File: config.mk
export PLATFORM = sky130hd
export DESIGN_NAME = sms_supervisor
export DESIGN_NICKNAME = d
export VERILOG_FILES = /design/src/design/sms_rep_test.v /design/src/design/sms_supervisor.v /design/src/design/sms_sync3.v
export VERILOG_INCLUDE_DIRS = /design/src /design/src/design
export SDC_FILE = /design/constraint.sdc
export NUM_CORES = 1
export LEC_CHECK = 0
export BUFFER_PORTS_ARGS = -buffer_cell sky130_fd_sc_hd__buf_2
export CORE_ASPECT_RATIO = 1.75
export CORE_MARGIN = 4
export CORE_UTILIZATION = 47
export CTS_CLUSTER_DIAMETER = 120
export DETAILED_ROUTE_END_ITERATION = 12
export PLACE_DENSITY = 0.77
export SYNTH_ARGS = -nofsm -noshare
export SYNTH_HDL_FRONTEND = slang
export SYNTH_SLANG_ARGS = --single-unit
File: constraint.sdc
create_clock -name i_clk -period 8.2 [get_ports i_clk]
set_input_delay 1.64 -clock i_clk [delete_from_list [all_inputs] [get_ports i_clk]]
set_output_delay 1.64 -clock i_clk [all_outputs]
set_load 0.01 [all_outputs]
File: src/design/sms_defines.vh
// constants shared by the security supervisor design files
`ifndef SMS_DEFINES_VH
`define SMS_DEFINES_VH

// register offsets (byte addresses)
`define SMS_REG_STATUS      8'h00
`define SMS_REG_REP_LIMIT   8'h04
`define SMS_REG_DISCARDS    8'h08

// status register field positions
`define SMS_STAT_STATE_LSB  0
`define SMS_STAT_SESS_BIT   6
`define SMS_STAT_ROLE_BIT   7
`define SMS_STAT_FAIL_LSB   8
`define SMS_STAT_HARD_BIT   12

// reset value and fixed failure limit
`define SMS_REP_LIMIT_RST   4'h3
`define SMS_FAIL_LIMIT      4'h8

// command codes
`define SMS_CMD_AUTH        3'h0
`define SMS_CMD_CRYPTO      3'h1
`define SMS_CMD_KEYLOAD     3'h2
`define SMS_CMD_APPLOAD     3'h3
`define SMS_CMD_ZEROIZE     3'h4
`define SMS_CMD_LOGOUT      3'h5

// response status codes
`define SMS_RSP_OK          2'h0
`define SMS_RSP_DENY        2'h1
`define SMS_RSP_FAIL        2'h2

// timing: fixed transaction time, least time rounds up
`define SMS_CLK_PERIOD_NS   10
`define SMS_TXN_TIME_NS     640
`define SMS_TXN_CYCLES      ((`SMS_TXN_TIME_NS + `SMS_CLK_PERIOD_NS - 1) / `SMS_CLK_PERIOD_NS)

`endif

File: src/design/sms_rep_test.v
// continuous repetition test on 8-byte random blocks
`timescale 1ns/100ps
`default_nettype none
`include "sms_defines.vh"
module sms_rep_test (
  input  wire        i_clk,
  input  wire        i_sys_rst,
  input  wire        i_restart,
  input  wire [3:0]  i_limit,
  input  wire [63:0] i_blk,
  input  wire        i_valid,
  output reg         o_use_q,
  output reg         o_discard_q,
  output reg         o_fail_q
);
  reg [63:0] saved_q;
  reg        have_q;
  reg [3:0]  run_q;
  wire       same = (i_blk == saved_q);
  wire [3:0] run_inc = run_q + 4'h1;

  always @(posedge i_clk or posedge i_sys_rst) begin
    if (i_sys_rst) begin
      saved_q     <= 64'h0000_0000_0000_0000;
      have_q      <= 1'b0;
      run_q       <= 4'h0;
      o_use_q     <= 1'b0;
      o_discard_q <= 1'b0;
      o_fail_q    <= 1'b0;
    end else begin
      o_use_q     <= 1'b0;
      o_discard_q <= 1'b0;
      if (i_restart) begin
        have_q <= 1'b0;
        run_q  <= 4'h0;
      end else if (i_valid) begin
        if (!have_q) begin
          // first block after start-up is only the reference
          saved_q <= i_blk;
          have_q  <= 1'b1;
        end else if (same) begin
          o_discard_q <= 1'b1;
          run_q       <= run_inc;
          if (run_inc >= i_limit) begin
            o_fail_q <= 1'b1;
          end
        end else begin
          o_use_q <= 1'b1;
          run_q   <= 4'h0;
        end
      end
    end
  end
endmodule
`default_nettype wire

File: src/design/sms_supervisor.v
// security supervisor: self-test gating, sessions, output gating
`timescale 1ns/100ps
`default_nettype none
`include "sms_defines.vh"
module sms_supervisor (
  input  wire        i_clk,
  input  wire        i_sys_rst,
  input  wire        i_rst_pin_n,
  input  wire        i_hard_err_nv,
  // register port
  input  wire [7:0]  i_reg_addr,
  input  wire [31:0] i_reg_wdata,
  input  wire        i_reg_wr,
  input  wire        i_reg_rd,
  output reg  [31:0] o_reg_rdata,
  // self-test engine
  output reg         o_st_start,
  input  wire        i_st_done,
  input  wire        i_kat_ok,
  input  wire        i_integ_ok,
  // random sources
  input  wire [63:0] i_det_blk,
  input  wire        i_det_valid,
  input  wire [63:0] i_ent_blk,
  input  wire        i_ent_valid,
  output reg         o_det_use,
  output reg         o_det_req,
  output reg         o_ent_use,
  output reg         o_ent_req,
  input  wire [63:0] i_seed,
  input  wire [63:0] i_seed_key,
  input  wire        i_seed_valid,
  output reg         o_seed_ok,
  output reg         o_seed_reject,
  // terminal commands
  input  wire        i_cmd_valid,
  input  wire [2:0]  i_cmd_code,
  input  wire        i_cmd_role,
  // service engine
  output reg         o_eng_start,
  output reg  [2:0]  o_eng_code,
  output reg         o_crypto_en,
  input  wire        i_eng_done,
  input  wire        i_eng_ok,
  input  wire [7:0]  i_eng_data,
  // response path
  output reg         o_out_en,
  output reg         o_resp_valid,
  output reg  [1:0]  o_resp_status,
  output reg  [7:0]  o_resp_data,
  output reg         o_hard_burn
);
  // ----------------------------------------------------------------
  // states
  // ----------------------------------------------------------------
  localparam [4:0] ST_TEST = 5'b00001;
  localparam [4:0] ST_IDLE = 5'b00010;
  localparam [4:0] ST_BUSY = 5'b00100;
  localparam [4:0] ST_SOFT = 5'b01000;
  localparam [4:0] ST_HARD = 5'b10000;
  // full-width copy so the count is cut to the counter width on purpose
  localparam [31:0] TXN_CYC_W = `SMS_TXN_CYCLES;
  localparam [7:0]  TXN_CYC   = TXN_CYC_W[7:0];

  // command needs an authenticated operator
  function needs_role;
    input [2:0] code;
    begin
      needs_role = (code == `SMS_CMD_CRYPTO) || (code == `SMS_CMD_KEYLOAD) ||
                   (code == `SMS_CMD_ZEROIZE);
    end
  endfunction

  // ----------------------------------------------------------------
  // reset pin and repetition tests
  // ----------------------------------------------------------------
  wire       pin_lvl;
  reg        pin_prev_q;
  reg  [4:0] st_q;
  reg  [4:0] st_d;
  reg  [3:0] rep_limit_q;
  reg        test_entry_q;
  wire       det_use;
  wire       det_disc;
  wire       det_fail;
  wire       ent_use;
  wire       ent_disc;
  wire       ent_fail;
  wire       pin_reset = pin_prev_q & ~pin_lvl;

  sms_sync3 u_pin (
    .i_clk     (i_clk),
    .i_sys_rst (i_sys_rst),
    .i_async   (i_rst_pin_n),
    .o_level_q (pin_lvl)
  );

  sms_rep_test u_det (
    .i_clk       (i_clk),
    .i_sys_rst   (i_sys_rst),
    .i_restart   (test_entry_q),
    .i_limit     (rep_limit_q),
    .i_blk       (i_det_blk),
    .i_valid     (i_det_valid),
    .o_use_q     (det_use),
    .o_discard_q (det_disc),
    .o_fail_q    (det_fail)
  );

  sms_rep_test u_ent (
    .i_clk       (i_clk),
    .i_sys_rst   (i_sys_rst),
    .i_restart   (test_entry_q),
    .i_limit     (rep_limit_q),
    .i_blk       (i_ent_blk),
    .i_valid     (i_ent_valid),
    .o_use_q     (ent_use),
    .o_discard_q (ent_disc),
    .o_fail_q    (ent_fail)
  );

  // ----------------------------------------------------------------
  // session and transaction state
  // ----------------------------------------------------------------
  reg        pend_q;
  reg  [2:0] pend_code_q;
  reg        pend_role_q;
  reg        sess_q;
  reg        role_q;
  reg  [3:0] fail_cnt_q;
  reg  [2:0] txn_code_q;
  reg        txn_deny_q;
  reg        eng_done_q;
  reg        eng_ok_q;
  reg  [7:0] eng_data_q;
  reg  [7:0] txn_cnt_q;
  reg        hard_q;
  reg  [15:0] disc_cnt_q;

  wire rep_fail  = det_fail | ent_fail;
  wire txn_end   = (st_q == ST_BUSY) && (txn_cnt_q >= TXN_CYC) && eng_done_q;
  wire auth_fail = txn_end && (txn_code_q == `SMS_CMD_AUTH) && !txn_deny_q && !eng_ok_q;
  wire app_fail  = txn_end && (txn_code_q == `SMS_CMD_APPLOAD) && !eng_ok_q;
  wire halt_now  = auth_fail && (fail_cnt_q + 4'h1 >= `SMS_FAIL_LIMIT);
  wire role_bad  = (pend_code_q == `SMS_CMD_AUTH) && sess_q && (pend_role_q != role_q);
  wire deny_now  = role_bad || (needs_role(pend_code_q) && !sess_q);
  wire dispatch  = (st_q == ST_IDLE) && pend_q;

  // ----------------------------------------------------------------
  // main sequence
  // ----------------------------------------------------------------
  always @* begin
    st_d = st_q;
    case (st_q)
      ST_TEST: begin
        if (i_st_done) begin
          st_d = (i_kat_ok && i_integ_ok) ? ST_IDLE : ST_SOFT;
        end
      end
      ST_IDLE: begin
        if (dispatch) begin
          st_d = ST_BUSY;
        end
      end
      ST_BUSY: begin
        if (txn_end) begin
          st_d = ST_IDLE;
        end
      end
      ST_SOFT: begin
        st_d = ST_SOFT;
      end
      ST_HARD: begin
        st_d = ST_HARD;
      end
      default: begin
        st_d = ST_SOFT;
      end
    endcase
    if (st_q != ST_HARD && st_q != ST_SOFT) begin
      if (pin_reset) begin
        st_d = ST_TEST;
      end
      if (rep_fail || app_fail) begin
        st_d = ST_SOFT;
      end
    end
    if (hard_q || halt_now) begin
      st_d = ST_HARD;
    end
  end

  always @(posedge i_clk or posedge i_sys_rst) begin
    if (i_sys_rst) begin
      st_q         <= ST_TEST;
      test_entry_q <= 1'b1;
      pin_prev_q   <= 1'b1;
      hard_q       <= 1'b0;
      o_hard_burn  <= 1'b0;
      o_st_start   <= 1'b0;
    end else begin
      st_q         <= st_d;
      pin_prev_q   <= pin_lvl;
      // stored hard-error flag re-read every cycle; cleared only by system reset
      hard_q       <= hard_q | i_hard_err_nv | halt_now;
      o_hard_burn  <= halt_now;
      test_entry_q <= (st_d == ST_TEST) && (st_q != ST_TEST);
      o_st_start   <= test_entry_q;
    end
  end

  // ----------------------------------------------------------------
  // command latch, sessions and fixed-time transactions
  // ----------------------------------------------------------------
  always @(posedge i_clk or posedge i_sys_rst) begin
    if (i_sys_rst) begin
      pend_q        <= 1'b0;
      pend_code_q   <= 3'h0;
      pend_role_q   <= 1'b0;
      sess_q        <= 1'b0;
      role_q        <= 1'b0;
      fail_cnt_q    <= 4'h0;
      txn_code_q    <= 3'h0;
      txn_deny_q    <= 1'b0;
      eng_done_q    <= 1'b0;
      eng_ok_q      <= 1'b0;
      eng_data_q    <= 8'h00;
      txn_cnt_q     <= 8'h00;
      o_eng_start   <= 1'b0;
      o_eng_code    <= 3'h0;
      o_crypto_en   <= 1'b0;
      o_out_en      <= 1'b0;
      o_resp_valid  <= 1'b0;
      o_resp_status <= `SMS_RSP_OK;
      o_resp_data   <= 8'h00;
    end else begin
      o_eng_start  <= 1'b0;
      o_resp_valid <= 1'b0;
      // command held while self-test runs, dropped while busy or in error
      if (i_cmd_valid && !pend_q && (st_q == ST_TEST || st_q == ST_IDLE)) begin
        pend_q      <= 1'b1;
        pend_code_q <= i_cmd_code;
        pend_role_q <= i_cmd_role;
      end
      if (dispatch) begin
        pend_q     <= 1'b0;
        txn_code_q <= pend_code_q;
        txn_deny_q <= deny_now;
        txn_cnt_q  <= 8'h00;
        eng_ok_q   <= 1'b0;
        eng_data_q <= 8'h00;
        // denied or logout requests never reach the engine
        eng_done_q <= deny_now || (pend_code_q == `SMS_CMD_LOGOUT);
        if (!deny_now && pend_code_q != `SMS_CMD_LOGOUT) begin
          o_eng_start <= 1'b1;
          o_eng_code  <= pend_code_q;
        end
        if (pend_code_q == `SMS_CMD_AUTH && !deny_now) begin
          role_q <= pend_role_q;
        end
      end
      if (st_q == ST_BUSY) begin
        if (txn_cnt_q < TXN_CYC) begin
          txn_cnt_q <= txn_cnt_q + 8'h01;
        end
        if (i_eng_done && !eng_done_q) begin
          eng_done_q <= 1'b1;
          eng_ok_q   <= i_eng_ok;
          eng_data_q <= i_eng_data;
        end
      end
      // crypto only inside a granted crypto transaction
      o_crypto_en <= (st_d == ST_BUSY) && (st_q == ST_BUSY || dispatch) &&
                     (dispatch ? (pend_code_q == `SMS_CMD_CRYPTO && !deny_now)
                               : (txn_code_q == `SMS_CMD_CRYPTO && !txn_deny_q));
      // path connected only for ordinary transactions, not zeroize
      o_out_en <= (st_d == ST_BUSY) &&
                  ((dispatch ? pend_code_q : txn_code_q) != `SMS_CMD_ZEROIZE);
      if (txn_end && st_d == ST_IDLE) begin
        o_resp_valid <= 1'b1;
        if (txn_deny_q) begin
          o_resp_status <= `SMS_RSP_DENY;
          o_resp_data   <= 8'h00;
        end else if (txn_code_q == `SMS_CMD_AUTH) begin
          // pass or fail only, no engine detail
          o_resp_status <= eng_ok_q ? `SMS_RSP_OK : `SMS_RSP_FAIL;
          o_resp_data   <= 8'h00;
        end else begin
          o_resp_status <= eng_ok_q || txn_code_q == `SMS_CMD_LOGOUT ? `SMS_RSP_OK : `SMS_RSP_FAIL;
          o_resp_data   <= eng_data_q;
        end
      end
      if (txn_end && !txn_deny_q && txn_code_q == `SMS_CMD_AUTH) begin
        if (eng_ok_q) begin
          sess_q     <= 1'b1;
          fail_cnt_q <= 4'h0;
        end else begin
          fail_cnt_q <= fail_cnt_q + 4'h1;
        end
      end
      if (txn_end && txn_code_q == `SMS_CMD_LOGOUT) begin
        sess_q <= 1'b0;
      end
      if (st_d == ST_TEST || st_d == ST_SOFT || st_d == ST_HARD) begin
        sess_q      <= 1'b0;
        o_crypto_en <= 1'b0;
        o_out_en    <= 1'b0;
        if (st_d != ST_TEST) begin
          pend_q <= 1'b0;
        end
      end
    end
  end

  // ----------------------------------------------------------------
  // random block handling and seed check
  // ----------------------------------------------------------------
  wire svc_ok = (st_q != ST_SOFT) && (st_q != ST_HARD);

  always @(posedge i_clk or posedge i_sys_rst) begin
    if (i_sys_rst) begin
      o_det_use     <= 1'b0;
      o_det_req     <= 1'b0;
      o_ent_use     <= 1'b0;
      o_ent_req     <= 1'b0;
      o_seed_ok     <= 1'b0;
      o_seed_reject <= 1'b0;
      disc_cnt_q    <= 16'h0000;
    end else begin
      o_det_use     <= det_use & svc_ok;
      o_ent_use     <= ent_use & svc_ok;
      o_det_req     <= det_disc & svc_ok;
      o_ent_req     <= ent_disc & svc_ok;
      o_seed_ok     <= i_seed_valid && svc_ok && (i_seed != i_seed_key);
      o_seed_reject <= i_seed_valid && svc_ok && (i_seed == i_seed_key);
      if ((det_disc || ent_disc) && disc_cnt_q != 16'hFFFF) begin
        disc_cnt_q <= disc_cnt_q + 16'h0001;
      end
    end
  end

  // ----------------------------------------------------------------
  // register port
  // ----------------------------------------------------------------
  always @(posedge i_clk or posedge i_sys_rst) begin
    if (i_sys_rst) begin
      rep_limit_q <= `SMS_REP_LIMIT_RST;
      o_reg_rdata <= 32'h0000_0000;
    end else begin
      if (i_reg_wr && i_reg_addr == `SMS_REG_REP_LIMIT) begin
        // zero would fail on the first match; hold at least one
        rep_limit_q <= (i_reg_wdata[3:0] == 4'h0) ? 4'h1 : i_reg_wdata[3:0];
      end
      o_reg_rdata <= 32'h0000_0000;
      if (i_reg_rd) begin
        case (i_reg_addr)
          `SMS_REG_STATUS: begin
            o_reg_rdata[`SMS_STAT_STATE_LSB +: 5]  <= st_q;
            o_reg_rdata[`SMS_STAT_SESS_BIT]        <= sess_q;
            o_reg_rdata[`SMS_STAT_ROLE_BIT]        <= role_q;
            o_reg_rdata[`SMS_STAT_FAIL_LSB +: 4]   <= fail_cnt_q;
            o_reg_rdata[`SMS_STAT_HARD_BIT]        <= hard_q;
          end
          `SMS_REG_REP_LIMIT: begin
            o_reg_rdata[3:0] <= rep_limit_q;
          end
          `SMS_REG_DISCARDS: begin
            o_reg_rdata[15:0] <= disc_cnt_q;
          end
          default: begin
            o_reg_rdata <= 32'h0000_0000;
          end
        endcase
      end
    end
  end
endmodule
`default_nettype wire

File: src/design/sms_sync3.v
// three-flop input synchroniser with agreement filter
`timescale 1ns/100ps
`default_nettype none
module sms_sync3 (
  input  wire i_clk,
  input  wire i_sys_rst,
  input  wire i_async,
  output reg  o_level_q
);
  reg s1_q;
  reg s2_q;
  reg s3_q;

  // reset level is high: pin idles released
  always @(posedge i_clk or posedge i_sys_rst) begin
    if (i_sys_rst) begin
      s1_q      <= 1'b1;
      s2_q      <= 1'b1;
      s3_q      <= 1'b1;
      o_level_q <= 1'b1;
    end else begin
      s1_q <= i_async;
      s2_q <= s1_q;
      s3_q <= s2_q;
      if (s2_q == s3_q) begin
        o_level_q <= s3_q;
      end
    end
  end
endmodule
`default_nettype wire

==> metrics.txt, run 1 <==
outcome=completed; CP arrival=3.97 ns; core footprint=25860 sq um; DR iter-0 viols=288; Relative slew margins=25.21%; first-pass GRT wire length=46200 microns; gpl congestion=0.8784; CTS resizes=0; Worst Setup Path Type=in -> reg; vias in the first global route=9302; hold_buf cts=0; GRT Total Usage=20.54%; static leakage power=7.527 nW; Ports=380; final hold slack=0.3584 ns; sequential element share of the synthesized area=50.85%; Layout Area Growth over Synthesis=21.98%; FF+latch count, synth=250; CP delay by family, top=simple AND/OR/NAND/NOR gates; die height=222.2 microns; initial antenna violation count=5; Fin Clk Skew=0.008662 ns; Worst Max-Slew Pin Slew=1.112 ns; DRT Pass-1 Iters=4; Final Hold Violating Endpoints=0; P per Cell Area=181.9 nW/um^2; hpwl dp=24140 microns; asr flop ratio synth=100.0%; max_cap viols=0; wire per inst=17.99 microns; # nets final=1708; crit-path max cell delay=0.96 ns; final setup TNS=0 ns; crit share post-route=43.27%; root buf cell=clkbuf_16; Routed Wire Length=30840 microns; Fmax=0.2818 GHz; Clock transition at path regs=0.06 ns; Horiz. Die Dim=130.4 microns; worst skew pair latency=0.52 ns; syn_area_per_cell=11.88 sq um; Synth Cell Area=12320 sq um; CP required=8.62 ns; # setup viols final=0; clock buffer depth=3; Synth Flop Type=dfrtp_1; Critical Path Start Type=primary input; Crit path buffers/inverters=1; largest net degree at the start of global routing=134; most frequent cells in the layout=335 x buf_2, 241 x dfrtp_1, 205 x xor2_1, 138 x mux2_2, 53 x nor4_1; initial cell density of the core=47.65%; total power draw=2.734 mW; die area=28980 sq um; row cnt=78; final worst path period need=3.548 ns; Yosys Warn Count=0; Final ANT Viol Nets=0; share of layout cells above drive strength 1=38.78%; most common cell after layout, fill and taps aside=buf_2; end-of-flow core utilization=58.13%; fill count=2146; CTS tree=done; CP max stage cell=nor4_1; number of setup buffers added after CTS=0; Vias=8877; hold crit path type=reg -> reg; most used cell, CP=nor4_1; DR vias/cell=5.179; RSZ-0062 raised after global routing=no; CP Max Fanout=6; number of synthesized flops with an enable pin=0; Peak VDD IR=0.2096 mV; CP endpoint kind=flip-flop; DRC Markers=0; gr ovfl total=0; synth unique cells=56; CTS Buf Count=24; H-tree Lvls=1; PortBufs=335; Syn Inst Count=1037; CTS Sinks=250; Max Transition Viols Final=0; worst-path cell chain=buf_2 -> xor2_1 -> nor4_1 -> nand4_1 -> nor4_1 -> nand3_1 -> o31ai_1
[per-stage QoR]
step | std cells | cell area (sq um) | setup slack, ns
after detailed placement | 1666 | 14280 | 3.956
after floorplan | 1052 | 12380 | 3.280
final | 1714 | 15030 | 4.652
after global placement | 1666 | 14280 | 3.974
after global routing | 1713 | 15030 | 4.196
after CTS | 1710 | 15020 | 4.515
[sequential cells by signal, indices dropped and copies added (netlist names), 4 cells and up]
register and count:
u_det.saved_q 64, u_ent.saved_q 64, disc_cnt_q 16, o_reg_rdata 16, eng_data_q 8, o_resp_data 8
txn_cnt_q 8, st_q 5, fail_cnt_q 4, rep_limit_q 4, u_det.run_q 4, u_ent.run_q 4
[synth_stat cells (all sizes together) (2+ instances only)]
master,n,area [sq um]
and2,6,37.54
nor2,48,180.2
nor3,14,70.07
or4,3,22.52
nor2b,5,31.28
a21oi,21,112.6
o31ai,3,27.52
inv,23,86.33
xor2,205,1795
ha,13,162.7
nand4,25,156.4
or3,3,18.77
buf,22,157.6
or3b,2,17.52
nor3b,5,37.54
o21a,5,37.54
o211ai,2,15.01
dfrtp,241,6031
a22o,10,87.58
nand3,15,75.07
clkbuf,24,90.09
or2,4,25.02
o22a,3,26.28
nand2,47,176.4
mux2,141,1588
o21bai,3,22.52
mux2i,21,210.2
nand2b,6,37.54
a21o,6,45.04
nor4b,2,17.52
and3b,2,17.52
nor4,55,356.6
xnor2,13,113.9
o21ai,11,58.81
dfstp,9,236.5
and3,8,50.05
[worst paths after layout]
kind | startpoint | cells after the start | to | slack (ns)
min in group asynchronous | i_sys_rst | 2 | u_ent.saved_q[26] | 1.31
max reg2reg | st_q[4] | 6 | o_resp_status[1] | 4.92
min reg2reg | u_pin.s1_q | 0 | u_pin.s2_q | 0.36
max in group asynchronous | i_sys_rst | 3 | o_resp_data[5] | 5.41
max | i_det_blk[25] | 7 | u_det.o_fail_q | 4.65
min | u_pin.s1_q | 0 | u_pin.s2_q | 0.36
[layer usage]
layer | up-vias | track usage, % | share of wire (%)
met5 | - | 0 | 0.065
li1 | 4257 | - | -
met3 | 57 | 5.942 | 9.7
met4 | 2 | 9.034 | 4.2
met2 | 335 | 40.45 | 55
met1 | 4226 | 18.46 | 31
[power by group]
part / leakage, nW / switching (mW) / internal [mW] / total (mW)
sequential: 3.17 / 0.0528 / 1.31 / 1.37
combinational: 3.99 / 0.144 / 0.172 / 0.316
clock: 0.370 / 0.461 / 0.589 / 1.05
[kinds of logic after synthesis]
| kind of cell | Yosys count | synth area share [%] |
|---|---|---|
| AO/OA/AOI/OAI | 70 | 3.939 |
| XOR/XNOR | 218 | 15.49 |
| adder cells (fa/ha/maj) | 14 | 1.401 |
| buffers and inverters | 69 | 2.711 |
| flip-flops | 250 | 50.85 |
| multiplexers | 162 | 14.59 |
| other | 1 | 0.03043 |
| AND/OR/NAND/NOR | 253 | 10.98 |
[final cells by class]
type / instances / area (sq um) / share of cell area (%)
Antenna cell: 4 / 10.01 / 0.06658
Timing Repair Buffer: 340 / 1727 / 11.49
Multi-Input combinational cell: 733 / 5794 / 38.54
Clock buffer: 35 / 693.2 / 4.611
Clock inverter: 9 / 51.30 / 0.3412
Sequential cell: 250 / 6267 / 41.69
Tap cell: 320 / 400.4 / 2.663
Inverter: 23 / 90.09 / 0.5992
Note: power is estimated with default switching activity, not from simulation.
==> run 2: changes to the inputs <==
- CORE_UTILIZATION: 47 -> 50
- PLACE_DENSITY: 0.77 -> 0.78
- clock period: 8.2 -> 3.48 ns (I/O delays scaled with it)
==> run 2 against run 1 <==
Routed wire length fell by 6.0%. Cell count fell by 0.23%. Non-clock buffer count rose by 9. Clock power rose to 2.5 times the previous value. Combinational power rose by 140%.
==> metrics.txt, run 2 (same netlist as run 1, synthesis figures left out) <==
outcome=completed (unchanged); clock buffer depth=3 (unchanged); Max Transition Viols Final=0 (unchanged); hold crit path type=in -> reg (was reg -> reg); total power draw=6.637 mW (was 2.734 mW); CP required=3.89 ns (was 8.62 ns); Ports=380 (unchanged); die area=27320 sq um (was 28980 sq um); final hold slack=0.2810 ns (was 0.3584 ns); Worst Setup SP=st_q[4] (was i_det_blk[25]); internal power=5.047 mW (was 2.076 mW); CP endpoint kind=flip-flop (unchanged); Finished Layout Cells=1710 (was 1714); crit path to=o_resp_status[1] (was u_det.o_fail_q); placed cell areas=14390 sq um (was 14280 sq um); CP arrival=3.07 ns (was 3.97 ns); worst skew pair latency=0.52 ns (about the same); static leakage power=7.623 nW (was 7.527 nW); crit share post-route=76.57%; most frequent cells in the layout=335 x buf_2, 241 x dfrtp_1, 205 x xor2_1, 138 x mux2_2, 53 x nor4_1 (unchanged); Sw Share=23.95% (was 24.07%); Horiz. Die Dim=126.7 microns (was 130.4 microns); largest net degree at the start of global routing=65 (was 134); row cnt=75 (was 78); final worst setup slack=0.8155 ns (was 4.652 ns); Worst Max-Slew Pin Slew=0.8414 ns (was 1.112 ns); CTS resizes=0 (unchanged); GRT Total Usage=20.93% (was 20.54%); hold_buf cts=0 (unchanged); gr ovfl total=0 (unchanged); RSZ-0062 raised after global routing=no (unchanged); Final ANT Viol Nets=0 (unchanged); worst reg2reg path startpoint=st_q[4] (unchanged); wire per inst=16.96 microns (was 17.99 microns); CP Max Fanout=11 (was 6); Layout Area Growth over Synthesis=23.48% (was 21.98%); Reg power frac=48.5% (was 50.0%); number of setup buffers added after CTS=0 (unchanged); Peak VDD IR=0.4534 mV (was 0.2096 mV); core footprint=24120 sq um (was 25860 sq um); r2r setup slk=0.82 ns (was 4.92 ns); # nets final=1717 (was 1708); max_cap viols=0 (unchanged); initial cell density of the core=51.10% (was 47.65%); Worst Setup Path Type=reg -> reg (was in -> reg); H-tree Lvls=1 (unchanged); root buf cell=clkbuf_16 (unchanged); die height=215.7 microns (was 222.2 microns); Routed Wire Length=29000 microns (was 30840 microns); FF-to-FF path depth=8 (was 6); # setup viols final=0 (unchanged); Setup WS pre-CTS=0.8675 ns (was 3.956 ns); DR vias/cell=5.193 (was 5.179); P per Cell Area=436.1 nW/um^2 (was 181.9 nW/um^2); Critical Path Start Type=flip-flop (was primary input); post-route cell area=15220 sq um (was 15030 sq um); initial antenna violation count=4 (was 5); Fin Clk Skew=0.01260 ns (was 0.008662 ns); share of layout cells above drive strength 1=39.53% (was 38.78%); CTS tree=done (unchanged); DRT Pass-1 Iters=4 (unchanged); Final Hold Violating Endpoints=0 (unchanged); CTS Sinks=250 (unchanged); PortBufs=335 (unchanged); Relative slew margins=43.79% (was 25.21%); Fmax=0.3753 GHz; Cells after DPL=1663 (was 1666); clock share of power=40.2% (was 38.4%); DRC Markers=0 (unchanged); top flop regs=u_det.saved_q x64, u_ent.saved_q x64 (unchanged); most common cell after layout, fill and taps aside=buf_2 (unchanged); worst reg2reg path endpoint=o_resp_status[1] (unchanged); end-of-flow core utilization=63.10% (was 58.13%); Vias=8880 (was 8877); gpl congestion=0.8313 (was 0.8784); hpwl dp=22850 microns (was 24140 microns); combinational power share=11.2% (was 11.6%); final worst path period need=2.665 ns; final setup TNS=0 ns (unchanged); P_sw=1.589 mW (was 0.6582 mW); vias in the first global route=9487 (was 9302); CTS Buf Count=24 (unchanged); Clock transition at path regs=0.07 ns (was 0.06 ns); DR iter-0 viols=351 (was 288); first-pass GRT wire length=46660 microns (was 46200 microns)
==> run 2: final cells by class <==
class                   count  area [sq um]
inverters                  23         90.09
multi-input cells         733          5789
diodes                      3         7.507
flip-flops and latches    250          6267
repair buffers            349          1857
clock buffers              29         670.6
well taps                 308         385.4
fillers                  1907          8899
clock inverters            15         151.4
==> run 2: critical path, cell delays in order, from the launching register on <==
cell,delay [ns]
dfrtp_1,0.49
nor4_2,0.46
nand4_1,0.14
buf_4,0.20
o31ai_2,0.37
nor2_1,0.16
nand3_1,0.13
buf_4,0.24
mux2_2,0.36
==> run 2: power by group through the flow <==
stage | registers, mW | logic (mW) | clock network [mW]
2_1_floorplan | 3.25 | 0.463 | 0
3_3_place_gp | 3.26 | 0.732 | 0
3_5_place_dp | 3.28 | 0.756 | 0
4_1_cts | 3.22 | 0.760 | 2.76
5_1_grt | 3.24 | 0.839 | 2.87
6_report | 3.22 | 0.744 | 2.67
==> run 2: worst min path at each step <==
stage,endpoint,start,slack [ns],cells past startpoint
after global routing,u_pin.s1_q,i_rst_pin_n,0.27,1
after global placement,u_pin.s2_q,u_pin.s1_q,0.35,0
after detailed placement,u_pin.s2_q,u_pin.s1_q,0.35,0
after CTS,u_pin.s1_q,i_rst_pin_n,0.25,1
final,u_pin.s1_q,i_rst_pin_n,0.28,1
after floorplan,u_pin.s2_q,u_pin.s1_q,0.35,0
==> run 2: layer usage <==
| layer | share of wire [%] | GRT usage [%] | routed length, microns | vias up |
|---|---|---|---|---|
| met2 | 57 | 41.60 | 16610 | 285 |
| met3 | 6.5 | 4.033 | 1892 | 65 |
| li1 | - | - | - | 4269 |
| met1 | 33 | 20.51 | 9476 | 4259 |
| met5 | 0.045 | 0 | 13 | - |
| met4 | 3.5 | 8.554 | 1002 | 2 |
